===== src/shared/fe_coding_defines.vh =====
`ifndef FE_CODING_DEFINES_VH
`define FE_CODING_DEFINES_VH
// Control code-groups
`define CG_IDLE 5'h1F
`define CG_J 5'h18
`define CG_K 5'h11
`define CG_T 5'h0D
`define CG_R 5'h07
`define CG_H 5'h04
// Nibble reported for start-of-stream and bad start-of-stream
`define NIB_SSD 4'h5
`define NIB_BAD_SSD 4'hE
// Scrambler seed and taps
`define SCR_SEED 11'h7_FF
`define SCR_TAP_A 10
`define SCR_TAP_B 8
// MLT-3 levels: 2'b00 middle, 2'b01 plus, 2'b11 minus
`define MLT_MID 2'h0
`define MLT_POS 2'h1
`define MLT_NEG 2'h3
// Clock rates in kHz, and bits per code-group
`define CORE_CLK_KHZ 20000
`define BIT_RATE_KHZ 125000
`define SYM_BITS 5
`endif


===== src/fe_symbol_coding.v =====
`timescale 1ns/100ps
`include "fe_coding_defines.vh"

// Overview of operation
// RULE_01: Nibbles map to fixed 5-bit data code-groups; decoder inverts the mapping.
// RULE_02: A bypass bit skips encoding; fifth bit then carries transmit error.
// RULE_03: Idle code-groups follow an end-of-stream pair until transmit enable returns.
// RULE_04: Rising transmit enable sends J then K before frame data.
// RULE_05: J after idle and K after J decode to 0101; elsewhere error.
// RULE_06: Falling transmit enable sends T then R.
// RULE_07: T followed by R drops carrier sense; T without R raises error.
// RULE_08: R after T drops carrier sense; R elsewhere raises error.
// RULE_09: Transmit error replaces data with the H code-group.
// RULE_10: Undefined code-groups are never sent; received during data valid raise error.
// RULE_11: Every code-group, idle included, is scrambled before line coding.
// RULE_12: The scrambler stage also serialises the 5-bit code-groups.
// RULE_13: Serial bits become an NRZI stream at the bit rate.
// RULE_14: MLT-3: a one steps to the next level, a zero holds.
// RULE_15: Transmit coding runs from the PLL-made coding clock.
// RULE_16: Receive takes one 6-bit quantizer sample per cycle.
// RULE_17: Recovered clock phase is chosen by a multiplexer over several phases.
// RULE_18: Recovered MLT-3 levels convert back into an NRZI stream.
// RULE_19: Scrambler is the 11-bit x^11+x^9+1 cipher, seeded non-zero.
// RULE_20: After reset, idle only while enable low; MLT-3 starts at middle.
module fe_symbol_coding #(
    parameter PHASES = 4,
    parameter PHW = 2
) (
    input wire core_clk_i,
    input wire rst_i,
    input wire bit_clk_i,
    input wire tx_en_i,
    input wire tx_er_i,
    input wire [3:0] txd_i,
    input wire enc_enable_i,
    input wire [5:0] adc_sample_i,
    input wire [PHASES-1:0] clk_phases_i,
    input wire [PHW-1:0] phase_sel_i,
    input wire [1:0] rx_mlt_i,
    input wire [4:0] rx_group_i,
    input wire rx_group_valid_i,
    output reg tx_ready_o,
    output reg [1:0] tx_mlt_o,
    output reg tx_nrzi_o,
    output reg [5:0] adc_sample_o,
    output reg rec_clk_o,
    output reg rx_nrzi_o,
    output reg [3:0] rxd_o,
    output reg rx_dv_o,
    output reg rx_er_o,
    output reg crs_o
);
    localparam [1:0] TS_IDLE = 2'h0, TS_K = 2'h1, TS_DATA = 2'h2, TS_R = 2'h3;

    // Data nibble to code-group table
    function [4:0] enc4b5b;
        input [3:0] n;
        begin
            case (n)
                4'h0: enc4b5b = 5'h1E;
                4'h1: enc4b5b = 5'h09;
                4'h2: enc4b5b = 5'h14;
                4'h3: enc4b5b = 5'h15;
                4'h4: enc4b5b = 5'h0A;
                4'h5: enc4b5b = 5'h0B;
                4'h6: enc4b5b = 5'h0E;
                4'h7: enc4b5b = 5'h0F;
                4'h8: enc4b5b = 5'h12;
                4'h9: enc4b5b = 5'h13;
                4'hA: enc4b5b = 5'h16;
                4'hB: enc4b5b = 5'h17;
                4'hC: enc4b5b = 5'h1A;
                4'hD: enc4b5b = 5'h1B;
                4'hE: enc4b5b = 5'h1C;
                default: enc4b5b = 5'h1D;
            endcase
        end
    endfunction

    // Inverse table; bit 4 flags a code-group that is no data
    function [4:0] dec5b4b;
        input [4:0] g;
        begin
            case (g)
                5'h1E: dec5b4b = 5'h00;
                5'h09: dec5b4b = 5'h01;
                5'h14: dec5b4b = 5'h02;
                5'h15: dec5b4b = 5'h03;
                5'h0A: dec5b4b = 5'h04;
                5'h0B: dec5b4b = 5'h05;
                5'h0E: dec5b4b = 5'h06;
                5'h0F: dec5b4b = 5'h07;
                5'h12: dec5b4b = 5'h08;
                5'h13: dec5b4b = 5'h09;
                5'h16: dec5b4b = 5'h0A;
                5'h17: dec5b4b = 5'h0B;
                5'h1A: dec5b4b = 5'h0C;
                5'h1B: dec5b4b = 5'h0D;
                5'h1C: dec5b4b = 5'h0E;
                5'h1D: dec5b4b = 5'h0F;
                default: dec5b4b = 5'h10;
            endcase
        end
    endfunction

    // Pin synchronisers; first stages read only by second stages
    reg bclk_s1_q;
    reg [1:0] bclk_s2_q;
    reg en_s1_q, en_s2_q, er_s1_q, er_s2_q;
    reg [3:0] txd_s1_q, txd_s2_q;
    always @(posedge core_clk_i or posedge rst_i) begin
        if (rst_i) begin
            bclk_s1_q <= 1'b1; // High, so a clock already high at release is no edge
            bclk_s2_q <= 2'h3;
            en_s1_q <= 1'b0;
            en_s2_q <= 1'b0;
            er_s1_q <= 1'b0;
            er_s2_q <= 1'b0;
            txd_s1_q <= 4'h0;
            txd_s2_q <= 4'h0;
        end else begin
            bclk_s1_q <= bit_clk_i;
            bclk_s2_q <= {bclk_s2_q[0], bclk_s1_q};
            en_s1_q <= tx_en_i;
            en_s2_q <= en_s1_q;
            er_s1_q <= tx_er_i;
            er_s2_q <= er_s1_q;
            txd_s1_q <= txd_i;
            txd_s2_q <= txd_s1_q;
        end
    end
    // Bit slots follow the sampled coding clock edges
    wire bit_tick = bclk_s2_q[0] & ~bclk_s2_q[1]; // RULE_15 RULE_13

    // Two-entry buffer between nibble intake and symbol generation; a full
    // buffer drops tx_ready_o a cycle later, and nibbles that reach it while full are dropped
    reg [4:0] buf_q [0:1];
    reg [1:0] cnt_q;
    reg rd_q, wr_q;
    reg en_d1_q;
    wire in_valid = en_s2_q | en_d1_q;
    wire in_ready = (cnt_q != 2'h2);
    wire sym_take;
    wire out_valid = (cnt_q != 2'h0);
    wire [4:0] out_word = buf_q[rd_q];
    always @(posedge core_clk_i or posedge rst_i) begin
        if (rst_i) begin
            cnt_q <= 2'h0;
            rd_q <= 1'b0;
            wr_q <= 1'b0;
            en_d1_q <= 1'b0;
            buf_q[0] <= 5'h00;
            buf_q[1] <= 5'h00;
        end else begin
            en_d1_q <= en_s2_q;
            if (in_valid && in_ready) begin
                buf_q[wr_q] <= {en_s2_q, er_s2_q, 3'h0};
                wr_q <= ~wr_q;
            end
            if (sym_take && out_valid)
                rd_q <= ~rd_q;
            cnt_q <= cnt_q + {1'b0, in_valid && in_ready}
                     - {1'b0, sym_take && out_valid};
        end
    end
    // Nibble data kept beside buffer flags (same slot index)
    reg [3:0] nib_q [0:1];
    always @(posedge core_clk_i or posedge rst_i) begin
        if (rst_i) begin
            nib_q[0] <= 4'h0;
            nib_q[1] <= 4'h0;
        end else if (in_valid && in_ready) begin
            nib_q[wr_q] <= txd_s2_q;
        end
    end

    // Symbol sequencer and serialiser
    reg [1:0] ts_q;
    reg [2:0] bit_idx_q;
    reg [4:0] shift_q;
    reg [10:0] scr_q;
    reg mlt_up_q; // Swing direction out of middle; alternating keeps 0,+,0,- order
    wire sym_end = bit_tick && (bit_idx_q == 3'h4);
    assign sym_take = sym_end && ((ts_q == TS_DATA) || (ts_q == TS_IDLE));
    wire buf_en = out_valid & out_word[4];
    wire buf_er = out_word[3];
    reg [4:0] next_sym;
    reg [1:0] ts_d;
    always @* begin
        next_sym = `CG_IDLE; // RULE_03 RULE_20
        ts_d = ts_q;
        case (ts_q)
            TS_IDLE: begin
                if (buf_en) begin
                    next_sym = `CG_J; // RULE_04
                    ts_d = TS_K;
                end
            end
            TS_K: begin
                next_sym = `CG_K; // RULE_04
                ts_d = TS_DATA;
            end
            TS_DATA: begin
                if (!buf_en) begin
                    next_sym = `CG_T; // RULE_06
                    ts_d = TS_R;
                end else if (!enc_enable_i) begin
                    next_sym = {buf_er, nib_q[rd_q]}; // RULE_02
                end else if (buf_er) begin
                    next_sym = `CG_H; // RULE_09
                end else begin
                    next_sym = enc4b5b(nib_q[rd_q]); // RULE_01 RULE_10
                end
            end
            default: begin
                next_sym = `CG_R; // RULE_06
                ts_d = TS_IDLE;
            end
        endcase
    end
    // Scrambler bit: x^11 + x^9 + 1 keystream added to each serial bit
    wire key_bit = scr_q[`SCR_TAP_A] ^ scr_q[`SCR_TAP_B]; // RULE_19
    wire ser_bit = shift_q[4] ^ key_bit; // RULE_11 RULE_12
    always @(posedge core_clk_i or posedge rst_i) begin
        if (rst_i) begin
            ts_q <= TS_IDLE;
            bit_idx_q <= 3'h0;
            shift_q <= `CG_IDLE;
            scr_q <= `SCR_SEED; // RULE_19
            tx_nrzi_o <= 1'b0;
            tx_mlt_o <= `MLT_MID; // RULE_20
            mlt_up_q <= 1'b1;
            tx_ready_o <= 1'b0;
        end else begin
            tx_ready_o <= in_ready;
            if (bit_tick) begin
                scr_q <= {scr_q[9:0], key_bit};
                if (bit_idx_q == 3'h4) begin
                    bit_idx_q <= 3'h0;
                    shift_q <= next_sym;
                    ts_q <= ts_d;
                end else begin
                    bit_idx_q <= bit_idx_q + 3'h1;
                    shift_q <= {shift_q[3:0], 1'b0};
                end
                // NRZI toggles on a one; MLT-3 steps on the same one
                if (ser_bit) begin
                    tx_nrzi_o <= ~tx_nrzi_o; // RULE_13
                    case (tx_mlt_o) // RULE_14
                        `MLT_MID: begin
                            tx_mlt_o <= mlt_up_q ? `MLT_POS : `MLT_NEG;
                            mlt_up_q <= ~mlt_up_q;
                        end
                        default: tx_mlt_o <= `MLT_MID;
                    endcase
                end
            end
        end
    end

    // Receive sample intake, phase select and MLT-3 to NRZI
    reg [1:0] rx_mlt_prev_q;
    reg [PHASES-1:0] ph_s1_q, ph_s2_q;
    always @(posedge core_clk_i or posedge rst_i) begin
        if (rst_i) begin
            adc_sample_o <= 6'h00;
            ph_s1_q <= {PHASES{1'b0}};
            ph_s2_q <= {PHASES{1'b0}};
            rec_clk_o <= 1'b0;
            rx_mlt_prev_q <= `MLT_MID;
            rx_nrzi_o <= 1'b0;
        end else begin
            adc_sample_o <= adc_sample_i; // RULE_16
            ph_s1_q <= clk_phases_i;
            ph_s2_q <= ph_s1_q;
            rec_clk_o <= ph_s2_q[phase_sel_i]; // RULE_17
            rx_mlt_prev_q <= rx_mlt_i;
            rx_nrzi_o <= (rx_mlt_i != rx_mlt_prev_q); // RULE_18
        end
    end

    // Code-group interpreter
    reg [4:0] prev_grp_q;
    reg t_pend_q;
    wire [4:0] dec = dec5b4b(rx_group_i);
    always @(posedge core_clk_i or posedge rst_i) begin
        if (rst_i) begin
            prev_grp_q <= `CG_IDLE;
            t_pend_q <= 1'b0;
            rxd_o <= 4'h0;
            rx_dv_o <= 1'b0;
            rx_er_o <= 1'b0;
            crs_o <= 1'b0;
        end else if (rx_group_valid_i) begin
            prev_grp_q <= rx_group_i;
            t_pend_q <= (rx_group_i == `CG_T);
            rx_er_o <= 1'b0;
            if (t_pend_q && rx_group_i != `CG_R) begin
                rx_er_o <= 1'b1; // RULE_07
            end else if (rx_group_i == `CG_J) begin
                if (prev_grp_q == `CG_IDLE) begin
                    rxd_o <= `NIB_SSD; // RULE_05
                    crs_o <= 1'b1;
                end else begin
                    rxd_o <= `NIB_BAD_SSD;
                    rx_er_o <= 1'b1;
                end
            end else if (rx_group_i == `CG_K) begin
                if (prev_grp_q == `CG_J) begin
                    rxd_o <= `NIB_SSD; // RULE_05
                    rx_dv_o <= 1'b1;
                    crs_o <= 1'b1; // Data valid never stands without carrier
                end else begin
                    rxd_o <= `NIB_BAD_SSD;
                    rx_er_o <= 1'b1;
                end
            end else if (rx_group_i == `CG_R) begin
                if (prev_grp_q == `CG_T) begin
                    crs_o <= 1'b0; // RULE_07 RULE_08
                    rx_dv_o <= 1'b0;
                end else begin
                    rx_er_o <= 1'b1; // RULE_08
                end
            end else if (rx_group_i == `CG_T) begin
                rx_er_o <= 1'b0;
            end else if (rx_group_i == `CG_IDLE) begin
                if (prev_grp_q == `CG_IDLE) begin
                    crs_o <= 1'b0;
                    rx_dv_o <= 1'b0;
                end
            end else if (!dec[4]) begin
                rxd_o <= dec[3:0]; // RULE_01
            end else if (rx_dv_o) begin
                rx_er_o <= 1'b1; // RULE_10
            end
        end
    end
endmodule


===== config.mk =====
export PLATFORM = sky130hd
export DESIGN_NAME = fe_symbol_coding
export DESIGN_NICKNAME = d
export VERILOG_FILES = /design/src/fe_symbol_coding.v
export VERILOG_INCLUDE_DIRS = /design/src /design/src/shared
export SDC_FILE = /design/constraint.sdc
export NUM_CORES = 1
export LEC_CHECK = 0
export ABC_AREA = 1
export CAP_MARGIN = 20
export CORE_AREA = 2 2 97 90
export CTS_CLUSTER_DIAMETER = 30
export DETAILED_ROUTE_END_ITERATION = 16
export DIE_AREA = 0 0 99 92
export DONT_BUFFER_PORTS = 1
export PLACE_DENSITY = 0.66
export SYNTH_ARGS = -nofsm -noshare
export SYNTH_HDL_FRONTEND = slang
export SYNTH_SLANG_ARGS = --single-unit

===== constraint.sdc =====
create_clock -name core_clk_i -period 2.8 [get_ports core_clk_i]
set_input_delay 0.42 -clock core_clk_i [delete_from_list [all_inputs] [get_ports core_clk_i]]
set_output_delay 0.42 -clock core_clk_i [all_outputs]
set_load 0.005 [all_outputs]

Word level (Yosys, flattened, before mapping). Memory sizes are Yosys's and may differ from the RTL's. Index checks and enable logic that the tools add are counted.

Bitwise gates (word level): 14. Reduce and logical (&&, ||, !) cells: 19. Muxes and demuxes: 54. Add/subtract/negate cells: 3. $lt $le $gt $ge: 4. Equal/unequal tests: 27.

Operators by type and width (count): two-way mux 4 bit (12); two-way mux 5 bit (8); == test 5 bit (second input constant) (5); two-way mux 1 bit (21); AND reduction 8 bit (2); case mux 5 bit (3 select lines) (1); bitwise mux 10 bit (1); == test 5 x 4 -> 1 bit (second input constant) (2); != test 3 x 1 -> 1 bit (second input constant) (3); bitwise mux 8 bit (1); two-way mux 2 bit (4); inverter 1 bit (7); logical AND 1 bit (6); two-way mux 3 bit (2); != test 2 bit (second input constant) (3); != test 3 x 2 -> 1 bit (second input constant) (2); != test 3 bit (second input constant) (2); case mux 2 bit (3 select lines) (1); AND reduction 6 bit (1); nonzero test 3 bit (2); demux 5 bit (select 1 bit) (1); == test 5 x 3 -> 1 bit (second input constant) (1); != test 5 x 3 -> 1 bit (second input constant) (1); demux 4 bit (select 1 bit) (1); 25 further kinds (31).

Memories kept: 2. Memory bits (read-only): 240. Bits of input ports: 30. Word-level logic and storage cells: 159. Flip-flop bits (word level): 95. Output and inout port bits: 19.

Memory list: (no name shown) (words 32, bits a word 5, rd ports 1, clocked after Yosys merged registers in 0, write ports 0, RTL line fe_symbol_coding.v:84) `case (g)`; (no name shown) (words 16, bits a word 5, rd ports 1, clocked after Yosys merged registers in 0, write ports 0, RTL line fe_symbol_coding.v:59) `case (n)`.

Depth between registers and ports, before layout. An unclocked memory read counts as a cell.

Depth in word-level cells: 10. Mapped depth: 13. Mapped depth without buffers: 12.

Worst setup path before layout. Ideal clock, no wire load.

Kind: register -> register. From: register bclk_s2_q[0]. To: register cnt_q[0]. Stages on the path, launching flop included: 10. Path buffers: 0. Arrival: 1.621 ns. Path slack: 1.053 ns. Period minus slack after synthesis: 1.747 ns. Required time: 2.674 ns. Setup time: 0.126 ns. Path through: dfstp_2 > inv_1 > nor2_4 > inv_2 > nor2_2 > inv_1 > nor3_2 > ha_1 > inv_1 > ha_1.

Longest elaborated chain between the ends: 5.

RTL lines: start: declaration (RTL line fe_symbol_coding.v:108) `reg [1:0] bclk_s2_q;`; start signal: assignment (RTL line fe_symbol_coding.v:123) `bclk_s2_q <= {bclk_s2_q[0], bclk_s1_q};`; AND 1 bit (RTL line fe_symbol_coding.v:133) `wire bit_tick = bclk_s2_q[0] & ~bclk_s2_q[1];`; logical AND 1 bit (RTL line fe_symbol_coding.v:183) `wire sym_end = bit_tick && (bit_idx_q == 3'h4);`; logical AND 1 bit (RTL line fe_symbol_coding.v:184) `assign sym_take = sym_end && ((ts_q == TS_DATA) || (ts_q == TS_IDLE));`; logical AND 1 bit (RTL line fe_symbol_coding.v:163) `- {1'b0, sym_take && out_valid};`; subtractor 2 x 1 -> 2 bit (RTL line fe_symbol_coding.v:163); end signal: assignment (RTL line fe_symbol_coding.v:162) `cnt_q <= cnt_q + {1'b0, in_valid && in_ready}`; end: declaration (RTL line fe_symbol_coding.v:138) `reg [1:0] cnt_q;`.

Every way passes these cells. A chain may end at the register's enable or synchronous reset.

Worst setup path after layout.
From: register bclk_s2_q[0]. To: register cnt_q[1].

The elaborated chain is that of the path after synthesis.

==> out/qor.yml <==
seq_area_sq_um: 2260
syn_nets: 465
cts_made_buffers: 9
h-tree-depth: 3
ys.flop_type: "dfrtp_1"
hold_viol_final: 0
globalplace.congestion: 0.876
final_common_cell: "nand2_1"
drc: 0
die_y_um: 92
drt-initial-drc-count: 96
clockBufferDepth: 2
ys_ff_latch: 89
holdBufCountCts: 0
ant_nets: 0
clock-root-buffer: "clkbuf_8"
tightest_slew_ns: 0.715
fmax_mhz: 525
crit_arrival_ns: 2.20
grt.met3_usage_pct: 5.87
nFillCells: 739
met1_usage_pct: 20.7
mostFrequentLayoutCells: "nand2_1 (128), dfrtp_1 (64), inv_1 (41)"
pwr_density_cell_nw_per_um2: 842
status: "complete, no violations"
track_usage_pct: 16.3
cp_max_fo: 20
use_met2_pct: 25.1
avgSynthCellArea_sq_um: 9.25
grt_antenna_before_repair: 0
io_pins: 49
irDropWorstVdd_v: 0.000430
multi_input_area_sq_um: 1440
grt_max_degree: 46
synth_cells: 424
setup_violations: 0
diodes: 0
min_period_ns: 1.90
ys_seq_area_share_pct: 57.6
vias: 2651
area_delta_synth_final_pct: 7.82
nNetsFinal: 472
routed_wl_mm: 6.51
startpoint_type: "register"
design.die.area_sq_um: 9110
yosysUniqueCellTypes: 33
p_leak_nw: 2.02
layout.cells.non_filler: 538
relSlewSlack_pct: 52.3
dp.cells: 522
design_area_sq_um: 4230
synth-edff-count: 0
cts-resized-gates: 0
grt_pass1_wl_mm: 11.7
place_ws_ns: 0.887
clkTransAtPathRegs_ns: 0.10
vias_per_cell: 4.93
clk_latency_ns: 0.37
first_global_vias: 2669
ff2ff_setup_slack_ns: 0.90
final_max_slew_viol_count: 0
fin_skew_ns: 0.00547
cts_sinks: 89
drive_gt1_share_pct: 16.7
rsz0062_at_grt: "no"
rows: 32
ys_warn_count: 0
portBuffers: 0
synthArstFlopShare_pct: 100
hold_class: "in2async"
crit_required_ns: 3.10
fin_crit_sh_pct: 68.0
routedWlPerCell_um: 12.1
grt_overflow_total: 0
cp-end-kind: "register"
postPlaceCellArea_sq_um: 4030
setup_tns_ns: 0
top_usage_layer: "met2"
synth_area_sq_um: 3920
fin_ws_ns: 0.896
worstSetupPathType: "reg2reg"
cts_tree: "done"
core-area_sq_um: 8210
dieWidth_um: 99
post-cts-setup-buffers: 0
detailed_place_hpwl_mm: 4.80
firstDrtPassIters: 4
start_util_pct: 47.8
max_cap_viol_count: 0
## flip-flops by register name, summed over array words and instances (netlist names), 2 cells and up
register       cells
adc_sample_o       6
rx_mlt_prev_q      2
cnt_q              2
nib_q              8
txd_s2_q           4
shift_q            5
tx_mlt_o           2
buf_q              4
ph_s2_q            4
scr_q             11
bclk_s2_q          2
bit_idx_q          3
ts_q               2
rxd_o              4
txd_s1_q           4
ph_s1_q            4
prev_grp_q         5
## final cells by class
| cell class | instances | share of cell area, % |
|---|---|---|
| clock buffer | 9 | 2.93 |
| inverter | 48 | 4.29 |
| tap | 102 | 3.02 |
| timing repair buffer | 3 | 0.533 |
| multi-input combinational | 280 | 34.0 |
| sequential | 89 | 53.4 |
| clock inverter | 7 | 1.75 |
## through the flow
stage | utilization (%) | hold WS, ns | power [mW]
4_1_cts | 51.5 | 0.0190 | 3.61
3_3_place_gp | 49.1 | 0.333 | 2.70
2_1_floorplan | - | 0.331 | 2.54
6_report | 51.5 | 0.0136 | 3.56
3_5_place_dp | 49.1 | 0.335 | 2.73
5_1_grt | 51.5 | 0.00347 | 3.86
## synth_stat cells, drive strengths merged (2+ instances only)
cell type | instances | area share (%)
a21oi | 16 | 2.0
buf | 3 | 0.45
clkbuf | 4 | 0.64
dfrtp | 64 | 41
dfstp | 25 | 17
ha | 11 | 3.5
inv | 48 | 4.6
mux2 | 4 | 1.1
nand2 | 133 | 13
nand3 | 18 | 2.4
nand3b | 3 | 0.89
nand4 | 2 | 0.32
nor2 | 38 | 4.5
nor3 | 6 | 1.2
o211ai | 2 | 0.38
o21ai | 35 | 4.7
xnor2 | 5 | 1.1
xor2 | 4 | 0.89
## layer usage
| layer | part of all wire (%) | wire, um |
|---|---|---|
| met3 | 5.6 | 362 |
| met1 | 46 | 3000 |
| met2 | 46 | 3020 |
| met4 | 2.0 | 128 |
| met5 | 0 | 0 |
## report_power, final
group          switching (mW)  leakage, nW  internal, mW
Clock                   0.509        0.101         0.351
Combinational           0.587        0.895         0.353
Sequential              0.176         1.03          1.58
Total                    1.27         2.02          2.29
## critical path, stage by stage (launching register included)
cell and delay, ns:
dfstp_2 0.54, inv_1 0.06, nor2_4 0.08, inv_2 0.14
nor2_2 0.18, inv_1 0.08, nor3_2 0.18, ha_1 0.27
inv_1 0.05, ha_1 0.15, xnor2_1 0.11
## cells by family after synthesis
logic type      Yosys count  synth area share (%)
simple gates            200                  22.3
flops                    89                  57.6
compound gates           56                  7.69
buf+inv                  55                  5.68
fa+ha+maj                11                  3.51
xor+xnor                  9                  2.01
mux                       4                  1.15
## final timing paths
kind                                         to         start  cells after the start
worst max-delay path                   cnt_q[1]  bclk_s2_q[0]                     10
worst min-delay path            adc_sample_o[2]         rst_i                      1
worst max register to register         cnt_q[1]  bclk_s2_q[0]                     10
worst min register to register      txd_s2_q[3]   txd_s1_q[3]                      0
max in group asynchronous              scr_q[8]         rst_i                      2
min in group core_clk_i               bclk_s1_q     bit_clk_i                      0
Power figures use the tool's default switching activity.
